**src/gpwm_consts.vh**
```
// Constants of the grayscale PWM engine: register offsets, field positions, reset values.
// Assumes a 32-bit APB slave with byte addresses; included by its bare name.
// How it works
// - One 16-bit counter steps once per grayscale clock rising edge.
// - Blank set clears the counter and holds it at zero.
// - Spread select zero gives single-pulse PWM, one gives segmented PWM.
// - Total on-time per period equals grayscale value times grayscale clock period.
// - After reset the blank bit reads one.
// - All sinks stay off while blank is one.
// - First edge after release steps counter and lights every non-zero channel.
// - Single-pulse channel stays on while counter is at or below its value.
// - Latch strobe with timing reset set acts as a momentary blank pulse.
// - Auto repeat makes the same pulse at the 65,536th grayscale clock.
// - Counting starts after blank release or a latch strobe under timing reset.
// - A single-pulse channel once off stays off until blank, unless reset or repeat set.
// - Segmented mode splits the 65,536-clock period into 128 segments.
// - No segment is longer than 512 grayscale clocks.
// - Segmented value one lights one clock in the first segment only.
// - Each value step adds one clock, segments in bit-reversed order.
// - Segmented value 128 lights one clock in every segment.
`ifndef GPWM_CONSTS_VH
`define GPWM_CONSTS_VH

// Register byte offsets
`define GPWM_CTRL_OFS 12'h000
`define GPWM_LATCH_OFS 12'h004
`define GPWM_STATUS_OFS 12'h008
`define GPWM_SINK_OFS 12'h00C
`define GPWM_GS_BASE_OFS 12'h040
`define GPWM_GS_LAST_OFS 12'h07C

// Control register fields
`define GPWM_CTRL_BLANK 0
`define GPWM_CTRL_SPREAD 1
`define GPWM_CTRL_TIMING_RESET_BIT 2
`define GPWM_CTRL_REPEAT 3

// Status register fields
`define GPWM_STAT_ACTIVE 16
`define GPWM_STAT_ARMED 17

// Reset values
`define GPWM_CTRL_RST 4'h1
`define GPWM_GS_RST 16'h0000
`define GPWM_CNT_RST 16'h0000
`define GPWM_SINK_OFF 16'hFFFF

// Segment layout: 128 segments of 512 clocks
`define GPWM_SEG_HI 15
`define GPWM_SEG_LO 9
`define GPWM_OFS_HI 8
`define GPWM_LAST_POS 16'hFFFF

`endif

```
**src/gpwm_engine.v**
```verilog
// Grayscale PWM engine top: APB registers, grayscale counter, 16 channel sinks.
// Assumes grayscale_clock is an asynchronous pin slower than clk_sys / 2.
//
// Chosen here: the address map and the APB register port.
`timescale 1ns/1ps
`default_nettype none
`include "gpwm_consts.vh"
module gpwm_engine #(
  parameter CHANNELS = 16
) (
  input wire clk_sys,
  input wire sys_rst,
  input wire grayscale_clock,
  input wire psel,
  input wire penable,
  input wire pwrite,
  input wire [11:0] paddr,
  input wire [31:0] pwdata,
  output wire [31:0] prdata,
  output wire pready,
  output wire pslverr,
  output wire [CHANNELS-1:0] sink_output_n
);
  // Control bits, first stage
  reg blank_r;
  reg spread_first_r;
  reg timing_reset_bit_r;
  reg auto_repeat_bit_r;

  // Second stage mode bit
  reg spread_second_r;

  // Grayscale latches
  reg [15:0] gs_first_r [0:CHANNELS-1];
  reg [15:0] gs_second_r [0:CHANNELS-1];

  // Display timing
  reg [15:0] cnt_r;
  reg [15:0] cnt_nxt;
  reg active_r;
  reg active_nxt;
  reg armed_r;
  reg armed_nxt;

  // Outputs
  reg [CHANNELS-1:0] sink_r;
  reg [31:0] prdata_r;
  reg pready_r;
  reg pslverr_r;

  wire gs_rise;
  wire [15:0] pos;
  wire [CHANNELS-1:0] lit;
  wire setup_ph;
  wire wr_take;
  wire ctrl_hit;
  wire latch_hit;
  wire status_hit;
  wire sink_hit;
  wire gs_hit;
  wire [3:0] gs_idx;
  wire latch_strobe;
  wire tmg_pulse;
  wire period_end;
  wire rpt_pulse;
  wire restart;

  integer k;

  // Grayscale clock edge in the system domain
  gpwm_sync u_sync (
    .clk_sys(clk_sys),
    .sys_rst(sys_rst),
    .pin_in(grayscale_clock),
    .rise(gs_rise)
  );

  // APB decode
  assign setup_ph = psel & ~penable;
  assign wr_take = psel & penable & pready_r & pwrite;
  assign ctrl_hit = (paddr == `GPWM_CTRL_OFS);
  assign latch_hit = (paddr == `GPWM_LATCH_OFS);
  assign status_hit = (paddr == `GPWM_STATUS_OFS);
  assign sink_hit = (paddr == `GPWM_SINK_OFS);
  assign gs_hit = (paddr >= `GPWM_GS_BASE_OFS) && (paddr <= `GPWM_GS_LAST_OFS) &&
                  (paddr[1:0] == 2'b00);
  assign gs_idx = paddr[5:2];
  assign latch_strobe = wr_take & latch_hit & ~pslverr_r;

  // Period end, and the pulses that behave as a momentary blank
  assign tmg_pulse = latch_strobe & timing_reset_bit_r;
  assign period_end = gs_rise & active_r & (pos == (`GPWM_LAST_POS - 16'h0001));
  assign rpt_pulse = period_end & auto_repeat_bit_r;
  assign restart = tmg_pulse | rpt_pulse;

  // Clocks elapsed inside the period
  assign pos = cnt_r - 16'h0001;

  // APB slave: one wait-free access phase, registered answer
  always @(posedge clk_sys) begin
    if (sys_rst) begin
      prdata_r <= 32'h00000000;
      pready_r <= 1'b0;
      pslverr_r <= 1'b0;
    end else begin
      if (setup_ph) begin
        pready_r <= 1'b1;
        pslverr_r <= ~(ctrl_hit | latch_hit | status_hit | sink_hit | gs_hit);
        prdata_r <= 32'h00000000;
        if (!pwrite) begin
          if (ctrl_hit) begin
            prdata_r <= {28'h0000000, auto_repeat_bit_r, timing_reset_bit_r,
                         spread_first_r, blank_r};
          end else if (status_hit) begin
            prdata_r <= {14'h0000, armed_r, active_r, cnt_r};
          end else if (sink_hit) begin
            prdata_r <= {16'h0000, sink_r};
          end else if (gs_hit) begin
            prdata_r <= {16'h0000, gs_first_r[gs_idx]};
          end
        end
      end else begin
        pready_r <= 1'b0;
        pslverr_r <= 1'b0;
        prdata_r <= 32'h00000000;
      end
    end
  end

  // Control register
  always @(posedge clk_sys) begin
    if (sys_rst) begin
      blank_r <= 1'b1;
      spread_first_r <= 1'b0;
      timing_reset_bit_r <= 1'b0;
      auto_repeat_bit_r <= 1'b0;
    end else if (wr_take & ctrl_hit) begin
      blank_r <= pwdata[`GPWM_CTRL_BLANK];
      spread_first_r <= pwdata[`GPWM_CTRL_SPREAD];
      timing_reset_bit_r <= pwdata[`GPWM_CTRL_TIMING_RESET_BIT];
      auto_repeat_bit_r <= pwdata[`GPWM_CTRL_REPEAT];
    end
  end

  // First and second grayscale latches
  always @(posedge clk_sys) begin
    if (sys_rst) begin
      spread_second_r <= 1'b0;
      for (k = 0; k < CHANNELS; k = k + 1) begin
        gs_first_r[k] <= `GPWM_GS_RST;
        gs_second_r[k] <= `GPWM_GS_RST;
      end
    end else begin
      if (wr_take & gs_hit) begin
        gs_first_r[gs_idx] <= pwdata[15:0];
      end
      if (latch_strobe) begin
        spread_second_r <= spread_first_r;
        for (k = 0; k < CHANNELS; k = k + 1) begin
          gs_second_r[k] <= gs_first_r[k];
        end
      end
    end
  end

  // Counter and period state
  always @* begin
    cnt_nxt = cnt_r;
    active_nxt = active_r;
    armed_nxt = armed_r;
    if (blank_r) begin
      cnt_nxt = `GPWM_CNT_RST;
      active_nxt = 1'b0;
      armed_nxt = 1'b1;
    end else if (restart) begin
      cnt_nxt = `GPWM_CNT_RST;
      active_nxt = 1'b0;
      armed_nxt = 1'b1;
    end else if (period_end) begin
      cnt_nxt = `GPWM_CNT_RST;
      active_nxt = 1'b0;
      armed_nxt = 1'b0;
    end else if (gs_rise) begin
      if (active_r) begin
        cnt_nxt = cnt_r + 16'h0001;
      end else if (armed_r) begin
        cnt_nxt = 16'h0001;
        active_nxt = 1'b1;
        armed_nxt = 1'b0;
      end
    end
  end

  always @(posedge clk_sys) begin
    if (sys_rst) begin
      cnt_r <= `GPWM_CNT_RST;
      active_r <= 1'b0;
      armed_r <= 1'b1;
    end else begin
      cnt_r <= cnt_nxt;
      active_r <= active_nxt;
      armed_r <= armed_nxt;
    end
  end

  // Channel comparators
  genvar g;
  generate
    for (g = 0; g < CHANNELS; g = g + 1) begin : g_chan
      gpwm_chan u_chan (
        .gs_value(gs_second_r[g]),
        .pos(pos),
        .spread_sel(spread_second_r),
        .active(active_r),
        .lit(lit[g])
      );
    end
  endgenerate

  // Sink drive, low while conducting
  always @(posedge clk_sys) begin
    if (sys_rst) begin
      sink_r <= `GPWM_SINK_OFF;
    end else if (blank_r) begin
      sink_r <= `GPWM_SINK_OFF;
    end else begin
      sink_r <= ~lit;
    end
  end

  assign sink_output_n = sink_r;
  assign prdata = prdata_r;
  assign pready = pready_r;
  assign pslverr = pslverr_r;
endmodule // gpwm_engine
`default_nettype wire

```
**src/gpwm_sync.v**
```verilog
// Two-flop synchroniser with rising-edge pulse for the grayscale clock pin.
// Assumes the pin runs well below half of clk_sys.
`timescale 1ns/1ps
`default_nettype none
module gpwm_sync (
  input wire clk_sys,
  input wire sys_rst,
  input wire pin_in,
  output wire rise
);
  reg meta_r;
  reg sync_r;
  reg prev_r;

  // First flop feeds only the second
  always @(posedge clk_sys) begin
    if (sys_rst) begin
      meta_r <= 1'b0;
      sync_r <= 1'b0;
      prev_r <= 1'b0;
    end else begin
      meta_r <= pin_in;
      sync_r <= meta_r;
      prev_r <= sync_r;
    end
  end

  assign rise = sync_r & ~prev_r;
endmodule // gpwm_sync
`default_nettype wire

```
**src/gpwm_chan.v**
```verilog
// Per-channel comparator for single-pulse and segmented PWM.
// Assumes pos counts clocks from zero within the display period.
`timescale 1ns/1ps
`default_nettype none
`include "gpwm_consts.vh"
module gpwm_chan (
  input wire [15:0] gs_value,
  input wire [15:0] pos,
  input wire spread_sel,
  input wire active,
  output wire lit
);
  function [6:0] gpwm_rev7;
    input [6:0] v;
    integer i;
    begin
      for (i = 0; i < 7; i = i + 1) begin
        gpwm_rev7[i] = v[6 - i];
      end
    end
  endfunction

  wire [6:0] seg;
  wire [8:0] ofs;
  wire extra;
  wire [8:0] seg_base;
  wire [9:0] seg_on;
  wire conv_on;
  wire es_on;

  assign seg = pos[`GPWM_SEG_HI:`GPWM_SEG_LO];
  assign ofs = pos[`GPWM_OFS_HI:0];
  assign extra = (gpwm_rev7(seg) < gs_value[6:0]);
  assign seg_base = gs_value[15:7];
  assign seg_on = {1'b0, seg_base} + {9'h000, extra};
  assign conv_on = (pos < gs_value);
  assign es_on = ({1'b0, ofs} < seg_on);
  assign lit = active & (spread_sel ? es_on : conv_on);
endmodule // gpwm_chan
`default_nettype wire

```
**config.mk**
```make
export PLATFORM = sky130hd
export DESIGN_NAME = gpwm_engine
export DESIGN_NICKNAME = d
export VERILOG_FILES = /design/src/gpwm_engine.v /design/src/gpwm_sync.v /design/src/gpwm_chan.v
export VERILOG_INCLUDE_DIRS = /design/src
export SDC_FILE = /design/constraint.sdc
export NUM_CORES = 1
export LEC_CHECK = 0
export ABC_AREA = 0
export BUFFER_PORTS_ARGS = -buffer_cell sky130_fd_sc_hd__buf_2
export CAP_MARGIN = 25
export CORE_ASPECT_RATIO = 1.25
export CORE_MARGIN = 1
export CORE_UTILIZATION = 42
export CTS_CLUSTER_DIAMETER = 30
export CTS_CLUSTER_SIZE = 8
export DETAILED_ROUTE_END_ITERATION = 16
export RECOVER_POWER = 100
export SETUP_SLACK_MARGIN = 0.02
export SKIP_LAST_GASP = 1
export SLEW_MARGIN = 20
export SYNTH_ARGS = -nofsm -noshare
export SYNTH_HDL_FRONTEND = slang
export SYNTH_HIERARCHICAL = 1
export SYNTH_SLANG_ARGS = --single-unit
```
**constraint.sdc**
```tcl
create_clock -name clk_sys -period 11.62 [get_ports clk_sys]
set_clock_uncertainty 0.15 [all_clocks]
set_input_delay 1.162 -clock clk_sys [delete_from_list [all_inputs] [get_ports clk_sys]]
set_output_delay 1.162 -clock clk_sys [all_outputs]
set_load 0.02 [all_outputs]
```
### Yosys cells after proc, flatten, opt, wreduce, memory -nomap -nowiden

Memories as Yosys holds them, arrays and structs flattened.
Index checks and enable logic that the tools add are counted.

| word-level totals | value |
|---|---|
| register bits after elaboration | 76 |
| memory bits (writable) | 512 |
| bits of input ports | 50 |
| output and inout port bits | 50 |
| logic and storage cells | 219 |
| memories | 2 |

Memories:

| memory | depth | width | rd ports | clocked after memory_dff | wr ports | line | source |
|---|---|---|---|---|---|---|---|
| gs_first_r | 16 | 16 | 17 | 0 | 16 | gpwm_engine.v:34 | `reg [15:0] gs_first_r [0:CHANNELS-1];` |
| gs_second_r | 16 | 16 | 16 | 0 | 16 | gpwm_engine.v:35 | `reg [15:0] gs_second_r [0:CHANNELS-1];` |

| operators by class | value |
|---|---|
| add/sub/neg operators | 18 |
| magnitude comparators | 50 |
| equality and inequality tests | 5 |
| mux-type cells | 55 |
| bitwise logic cells | 56 |
| reduce and logical (&&, ||, !) cells | 16 |

Operators with widths:

| cell | count |
|---|---|
| 16-bit two-way mux | 21 |
| 16-bit less-than comparator | 16 |
| 9-bit by 1-bit adder with 10-bit output | 16 |
| 9-bit by 10-bit less-than comparator with 1-bit output | 16 |
| 7-bit less-than comparator | 16 |
| 1-bit two-way mux | 31 |
| 1-bit bitwise AND | 29 |
| 12-bit by 4-bit equality test with 1-bit output (second input constant) | 2 |
| 1-bit OR | 21 |
| 18-bit two-way mux | 1 |
| 16-bit by 1-bit adder with 16-bit output (second input constant) | 1 |
| 16-bit equality test (second input constant) | 1 |
| 16-bit inverter | 1 |
| 16-bit OR reduction | 1 |
| 16-bit by 1-bit subtractor with 16-bit output (second input constant) | 1 |
| 12-bit by 3-bit equality test with 1-bit output (second input constant) | 1 |
| 12-bit by 7-bit >= comparator with 1-bit output (second input constant) | 1 |
| 12-bit by 7-bit less-or-equal comparator with 1-bit output (second input constant) | 1 |
| 12-bit zero test | 1 |
| 4-bit two-way mux | 2 |
| 4-bit OR reduction | 2 |
| 3-bit OR reduction | 2 |
| 6-bit OR reduction | 1 |
| 1-bit inverter | 5 |
| 6 further kinds | 10 |

### Logic depth before layout (Yosys ltp)

Gate-level depths: netlist of the first run.

| depth | value |
|---|---|
| word-level depth | 9 |
| depth in mapped cells | 21 |
| mapped depth without buffers | 21 |

### Hierarchy

The synthesis of the first run kept the hierarchy.

By module, submodules not included:

| module | instances | cells an instance | area an instance (µm²) | seq. area each (µm²) |
|---|---|---|---|---|
| gpwm_engine | 1 | 1,580 | 23,970.5 | 16,555.9 |
| gpwm_chan at g_chan[0].u_chan ... | 9 | 109 | 857.1 | 0.0 |
| gpwm_chan at g_chan[15].u_chan ... | 7 | 106 | 863.3 | 0.0 |
| gpwm_sync | 1 | 7 | 87.6 | 60.1 |

### Worst setup path after synthesis of the first run

OpenSTA, ideal clock, no wires.

| timing path | value |
|---|---|
| path kind | input -> register |
| from | input port sys_rst |
| to | memory gs_second_r[0][0] (enable) |
| library setup time | 0.663 ns |
| arrival time | 8.360 ns |
| data required time | 10.807 ns |
| path slack | 2.446 ns |
| stages | 5 |
| buffers on the path | 4 |
| cell sequence | clkbuf_1 clkbuf_1 clkbuf_1 clkbuf_1 nand2b_1 |

RTL lines:

| element | line | source |
|---|---|---|
| from (decl) | gpwm_engine.v:12 | `input wire sys_rst,` |
| to (decl) | gpwm_engine.v:35 |  |

### Final worst setup path of the first run

| timing path | value |
|---|---|
| from | register cnt_r[0] |
| to | register active_r |

| between the ends | value |
|---|---|
| cells in the longest elaborated chain, start to end | 6 |

Ends and longest elaborated chain:

| element | line | source |
|---|---|---|
| from (decl) | gpwm_engine.v:38 | `reg [15:0] cnt_r;` |
| from (signal assigned) | gpwm_engine.v:196 | `` cnt_r <= `GPWM_CNT_RST; `` |
| from (signal assigned) | gpwm_engine.v:200 | `cnt_r <= cnt_nxt;` |
| 16-bit by 1-bit subtractor with 16-bit output * | gpwm_engine.v:97 | `assign pos = cnt_r - 16'h0001;` |
| net pos[0] | gpwm_engine.v:52 | `wire [15:0] pos;` |
| 16-bit equality test * | gpwm_engine.v:92 | `` assign period_end = gs_rise & active_r & (pos == (`GPWM_LAST_POS - 16'h0001)); `` |
| 1-bit bitwise AND * | gpwm_engine.v:92 |  |
| 1-bit bitwise AND | gpwm_engine.v:93 | `assign rpt_pulse = period_end & auto_repeat_bit_r;` |
| 1-bit OR | gpwm_engine.v:94 | `assign restart = tmg_pulse \| rpt_pulse;` |
| 4-bit OR reduction (no line) * | n/a |  |
| to (signal assigned) | gpwm_engine.v:201 | `active_r <= active_nxt;` |
| to (decl) | gpwm_engine.v:40 | `reg active_r;` |

Mark *: on every way through the listed nets, which the timed path passes. The rest lies on a longest branch.
A chain may end at the register's enable or synchronous reset.

==> metrics.csv, run 1 <==
stage,metric,value,unit
cts,H-tree depth,3,
job,max_cap viols,13,
detailed_routing,Via-to-Cell Ratio,5.605,
power,Peak VDD IR,0.0001270,V
min_path,Hold WC Path Type,reg2reg,
detailed_routing,DR pass1 iterations,7,
floorplan,die width,270.4,µm
logic_synthesis,asr flop ratio synth,0,%
finish,filler cell count,7938,
logic_synthesis,top_reg_cell synth,edfxtp_1,
setup_path,Setup Crit Path Kind,reg2reg,
global_routing,largest net degree at the start of global routing,154,
sta,fin crit period,8.318,ns
sta,Max Transition Viols Final,575,
run_status,status,finished with violations,
cts,CTS Buf Count,115,
cts,clock sink total,574,
cts,TritonCTS clock tree,built,
cts,root buf cell,clkbuf_16,
sta,hold slack,0.3096,ns
cts,Clock transition at path regs,0.05,ns
logic_synthesis,Post-Syn Area,37820,µm²
global_routing,initial antenna violation count,11,
logic_synthesis,Syn Inst Count,3310,
detailed_routing,detailed-route via count,26380,
setup_path,Critical Path AT,8.64,ns
detailed_routing,post-DR wirelength/cell,25.05,µm
logic_synthesis,Unique masters post-synth,75,
finish,Multi-input gate area,19670,µm²
floorplan,# IOs,100,
power,PwrDens,142.3,nW/µm²
floorplan,Die Span Y,337.5,µm
sta,Fin. Hold Viols,0,
floorplan,CORE AREA,88840,µm²
setup_path,WP data required,11.94,ns
cts,post-CTS resize count,0,
sta,Max Fclk,120.2,MHz
sta,total negative slack,0,ns
cts,worst skew pair latency,0.70,ns
logic_synthesis,largest cells by area after synthesis,"edfxtp_1 (41%), ha_1 (17%), and2_1 (7.0%)",
detailed_routing,# DRC,0,
setup_path,Setup crit end kind,flop,
floorplan,Starting Density,42.57,%
floorplan,row count,122,
run_status,failing checks,"capacitance limit, slew limit",
logic_synthesis,post-synth top area share,40.66,%
finish,layout cells sized above 1,13.07,%
logic_synthesis,Mean Syn Cell Area,11.42,µm²
finish,area growth from synthesis to layout,14.94,%
logic_synthesis,post-synthesis register bit count,574,
placement,pre-CTS setup slack,5.445,ns
sta,setup ws final,3.302,ns
detailed_routing,WL final,117900,µm
logic_synthesis,"top cells by count, synth","edfxtp_1 (512), ha_1 (499), and2_1 (425), inv_1 (280), nand2_1 (138)",
sta,Max-slew headroom,-156.4,%
logic_synthesis,synth warn,6,
power,P_leak,16.41,nW
global_routing,first-pass GRT wire length,171100,µm
placement,count of input and output buffers,69,
logic_synthesis,most common cell in the synthesized netlist,edfxtp_1,
cts,Post-CTS Setup Repair Bufs,0,
logic_synthesis,Yosys top cell by area,edfxtp_1,
sta,Setup Viol. Count Final,0,
logic_synthesis,sequential-to-total area share from yosys stat,43.94,%
finish,nets@finish,3983,
sta,RSZ-0062 raised after global routing,false,
global_routing,Overall Global Routing Usage,25.83,%
setup_path,"critical path fanouts, max",25,
cts,hold_buf cts,0,
detailed_routing,initial DRC count,1930,
global_routing,GRT Residual Overflow,0,
cts,clk buf depth,3,
detailed_routing,Post-DRT Antenna Nets,0,
placement,post-DP HPWL,80200,µm
sta,period utilization,71.59,%
global_routing,vias in the first global route,26000,
setup_path,CP Launch Type,flop,
sta,Tightest Pin Transition,3.846,ns
logic_synthesis,Post-synth EDFFs,512,
floorplan,DIE AREA,91250,µm²
placement,RePlAce Congestion,0.8808,
finish,register area,16620,µm²
[cell type report]
type                    count  share of cell area [%]
inverters                 280                   2.418
clock buffers             142                   7.067
well taps                1178                   3.391
flip-flops and latches    574                   38.23
clock inverters            67                   2.277
repair buffers            116                   1.347
multi-input cells        2347                   45.25
diodes                      3                 0.01727
[cells by family after synthesis]
kind of cell             synth area share, %
AO/OA/AOI/OAI                          9.483
XOR/XNOR                               2.961
adder cells (fa/ha/maj)                16.51
buffers and inverters                  4.298
flip-flops                             43.94
multiplexers                           5.079
other                               0.009917
AND/OR/NAND/NOR                        17.72
[sequential cells by signal, indices dropped and copies added, names as in the netlist, 16 cells and up]
name	flops
cnt_r	16
gs_second_r	256
gs_first_r	256
sink_output_n	16
prdata	18
[per-stage QoR]
stage | utilization [%] | cell area [µm²] | total power [mW] | std cells
5_1_grt | 48.92 | 43460 | 6.365 | 4704
3_3_place_gp | 44.58 | 39600 | 2.781 | 4491
4_1_cts | 49.17 | 43680 | 6.215 | 4702
3_5_place_dp | 44.60 | 39620 | 2.789 | 4493
2_1_floorplan | - | 37860 | 2.660 | 3323
6_report | 48.93 | 43470 | 6.184 | 4707
[routing by layer]
metal,track usage [%],vias up,wire length (µm)
met5,0,-,59
li1,-,12330,-
met1,30.71,12890,46770
met3,4.496,282,7378
met4,12.29,8,5890
met2,45.22,876,57830
[placed cells by master, fill, tap and decap left out, types with 19 or more instances in the layout]
cell       count
clkbuf_1      81
and2_0       209
o211ai_1      27
ha_1         499
a21oi_1      108
edfxtp_1     512
bufinv_16     19
and2_1       217
nor2_1       125
xnor2_1      117
nand4_1       93
a211oi_1      32
o21ai_0       54
buf_2         29
clkbuf_16    117
nor3_1        44
buf_4         24
a31oi_1       26
nand2_1      137
dfxtp_1       60
mux4_2        80
nor2b_1      107
a21oi_2       27
nand3_1       55
inv_1        277
nand2b_1      38
a21o_1        46
[worst max-delay path: stages (launching register included)]
cell and delay, ns:
dfxtp_1 0.42, clkinv_1 0.11, ha_1 0.29, nor4b_1 1.16, nand4_1 0.22, xnor2_1 0.28
clkbuf_1 2.04, o21ai_0 0.82, o31ai_1 2.48, nor2_1 0.11
[report_power, final]
group	switching, mW	internal [mW]
clock network	1.13	2.30
registers	0.0422	2.31
logic	0.252	0.147
[path summary, 6_finish.rpt]
check,start,slack [ns],endpoint,cells past startpoint
min reg2reg,u_sync/meta_r,0.31,u_sync/sync_r,1
min,u_sync/meta_r,0.31,u_sync/sync_r,1
max,cnt_r[0],3.30,active_r,9
max reg2reg,cnt_r[0],3.30,active_r,9
No activity file was read; power rests on OpenSTA's default activity.
==> run 2, diff against run 1 <==
--- a/config.mk
+++ b/config.mk
@@ -6,7 +6,7 @@
 export SDC_FILE = /design/constraint.sdc
 export NUM_CORES = 1
 export LEC_CHECK = 0
-export ABC_AREA = 0
+export ABC_AREA = 1
 export BUFFER_PORTS_ARGS = -buffer_cell sky130_fd_sc_hd__buf_2
 export CAP_MARGIN = 25
 export CORE_ASPECT_RATIO = 1.25
==> constraint.sdc (replaced) <==
create_clock -name clk_sys -period 7.7 [get_ports clk_sys]
set_clock_uncertainty 0.15 [all_clocks]
set_input_delay 0.77 -clock clk_sys [delete_from_list [all_inputs] [get_ports clk_sys]]
set_output_delay 0.77 -clock clk_sys [all_outputs]
set_load 0.02 [all_outputs]
==> run 2 against run 1 <==
  * The run still ends with capacitance limit, slew limit left
  * Sequential power up 50%
  * Register-to-register slack worse by 1.8 ns
  * Critical path type is now in2reg
  * Utilization down 0.81 points
  * Combinational power up 62%
  * Sequential share of layout area up 0.13 points
  * Non-clock buffer count up 7
  * Flip-flop and latch count unchanged
==> metrics.csv, run 2 <==
stage,metric,value,unit
run_status,status,finished with violations,
run_status,failing checks,"capacitance limit, slew limit",
placement,post-DP HPWL,84900,µm
min_path,Hold Crit Start,penable,
sta,Setup Viol. Count Final,0,
logic_synthesis,simple-gate share of the synthesized area,20.08,%
logic_synthesis,sequential-to-total area share from yosys stat,43.53,%
logic_synthesis,Synth Area in Compound Gates,8.342,%
logic_synthesis,top_reg_cell synth,edfxtp_1,
logic_synthesis,post-synthesis register bit count,574,
power,P_leak,19.05,nW
cts,post-CTS resize count,0,
logic_synthesis,most common cell in the synthesized netlist,nand2_1,
detailed_routing,initial DRC count,2985,
setup_path,reg2reg setup slack,1.52,ns
sta,fin crit period,6.613,ns
finish,finished layout cell area,43320,µm²
job,max_cap viols,5,
global_routing,largest net degree at the start of global routing,121,
logic_synthesis,Post-Syn Area,38170,µm²
setup_path,Critical R2R Launch,cnt_r[0],
setup_path,WP data required,7.82,ns
power,switching part of the total power,24.15,%
placement,RePlAce Congestion,0.9318,
cts,clk buf depth,3,
logic_synthesis,Yosys top cell by area,edfxtp_1,
finish,layout cells sized above 1,9.488,%
placement,placed instance area,39990,µm²
cts,clock sink total,574,
detailed_routing,detailed-route via count,30880,
global_routing,Overall Global Routing Usage,26.86,%
setup_path,Setup Crit Path Kind,in2reg,
min_path,Worst Hold End,pready,
cts,hold_buf cts,0,
setup_path,Setup crit end kind,flop,
detailed_routing,post-DR wirelength/cell,21.46,µm
logic_synthesis,Unique masters post-synth,45,
floorplan,# IOs,100,
cts,Clock transition at path regs,0.05,ns
min_path,Hold WC Path Type,in2reg,
logic_synthesis,XOR/XNOR Fraction of Synth Area,2.409,%
sta,setup ws final,1.087,ns
detailed_routing,Post-DRT Antenna Nets,0,
logic_synthesis,Syn Inst Count,4400,
logic_synthesis,mux contribution to synthesized area,0,%
global_routing,first-pass GRT wire length,182700,µm
detailed_routing,DR pass1 iterations,6,
detailed_routing,# DRC,0,
floorplan,Die Span Y,339.1,µm
logic_synthesis,Mean Syn Cell Area,8.675,µm²
sta,period utilization,85.89,%
power,power share of the clock group,52.3,%
logic_synthesis,Post-synth EDFFs,512,
logic_synthesis,Adder-Cell Fraction of Synth Area,16.36,%
logic_synthesis,post-synth top area share,40.28,%
floorplan,die width,271.6,µm
sta,Tightest Pin Transition,2.618,ns
logic_synthesis,largest cells by area after synthesis,"edfxtp_1 (40%), ha_1 (16%), nand2_1 (7.5%)",
setup_path,RR Endpoint,sink_output_n[13],
power,PwrDens,203.3,nW/µm²
global_routing,initial antenna violation count,7,
logic_synthesis,asr flop ratio synth,0,%
cts,H-tree depth,3,
detailed_routing,Via-to-Cell Ratio,5.327,
setup_path,"critical path fanouts, max",87,
global_routing,vias in the first global route,29670,
floorplan,Starting Density,42.40,%
cts,TritonCTS clock tree,built,
sta,Max-slew headroom,-74.51,%
finish,nets@finish,5074,
detailed_routing,WL final,124400,µm
finish,"commonest non-fill, non-tap cell in the layout",nand2_1,
placement,pre-CTS setup slack,2.161,ns
finish,most frequent cells in the layout,"nand2_1 (767), nor2_1 (708), inv_1 (707)",
setup_path,R2R cell count,25,
floorplan,DIE AREA,92100,µm²
sta,Max Fclk,151.2,MHz
cts,CTS Buf Count,109,
power,Peak VDD IR,0.0001814,V
min_path,Hold Path Stages,2,
global_routing,GRT Residual Overflow,0,
sta,total negative slack,0,ns
cts,root buf cell,clkbuf_16,
sta,Max Transition Viols Final,253,
cts,worst skew pair latency,0.68,ns
sta,RSZ-0062 raised after global routing,false,
sta,Fin. Hold Viols,0,
power,P_sw,2.126,mW
logic_synthesis,"top cells by count, synth","nand2_1 (759), inv_1 (721), nor2_1 (703), edfxtp_1 (512), ha_1 (499)",
logic_synthesis,synth warn,6,
floorplan,CORE AREA,90030,µm²
logic_synthesis,largest family of logic cells by synthesized area,simple AND/OR/NAND/NOR gates,
placement,count of input and output buffers,69,
setup_path,Critical Path AT,6.73,ns
power,sequential share of power,40.3,%
setup_path,CP Launch Type,primary input,
power,Gate power share,7.3,%
floorplan,row count,123,
power,Int Power,6.678,mW
cts,Post-CTS Setup Repair Bufs,0,
finish,area growth from synthesis to layout,13.48,%
## run 2: stage by stage
stage	cells	total power [mW]	hold WS (ns)	utilization (%)
6_report	5796	8.804	0.1251	48.11
5_1_grt	5794	9.035	0.1407	48.11
4_1_cts	5792	8.826	0.09907	48.35
3_5_place_dp	5600	4.245	0.2470	44.41
3_3_place_gp	5596	4.226	0.2391	44.34
2_1_floorplan	4413	4.023	0.2383	-
## run 2: layout make-up
cell class,instances,area (µm²)
multi-input cells,2944,17970
diodes,3,7.507
inverters,773,2924
repair buffers,123,764.5
well taps,1187,1485
fillers,8700,46710
clock buffers,138,3002
flip-flops and latches,574,16620
clock inverters,54,544.3
## run 2: power by group through the flow
stage / Sequential [mW] / Combinational (mW) / Clock [mW]
2_1_floorplan: 3.59 / 0.433 / 0
3_3_place_gp: 3.60 / 0.622 / 0
3_5_place_dp: 3.60 / 0.640 / 0
4_1_cts: 3.55 / 0.644 / 4.63
5_1_grt: 3.56 / 0.723 / 4.76
6_report: 3.55 / 0.647 / 4.61
## run 2: metal layers
| layer | wire length [µm] | track usage, % |
|---|---|---|
| met1 | 49980 | 33.78 |
| met3 | 10180 | 4.824 |
| met5 | 22 | 0 |
| met2 | 57650 | 43.74 |
| met4 | 6545 | 14.27 |
## run 2: critical path: stages
cell      delay, ns
clkbuf_1       1.77
clkinv_1       0.24
clkbuf_1       0.85
nand2_1        1.62
buf_16         0.47
clkbuf_2       0.89
## run 2: how the worst max path moves through the flow
stage / start / endpoint / cells after the start
floorplan: paddr[4] / gs_second_r[0][0] / 5
global placement: cnt_r[0] / sink_output_n[15] / 24
detailed placement: cnt_r[0] / sink_output_n[15] / 24
CTS: cnt_r[0] / sink_output_n[15] / 24
global route: sys_rst / gs_second_r[0][235] / 6
finish: sys_rst / gs_second_r[0][235] / 6
## run 2: cells by family (layout without fill, tap and decap cells)
logic type	after synthesis	after routing
fa+ha+maj	499	499
compound gates	570	570
xor+xnor	105	105
other cells	1	17
flops	574	574
buf+inv	895	1088
simple gates	1756	1756
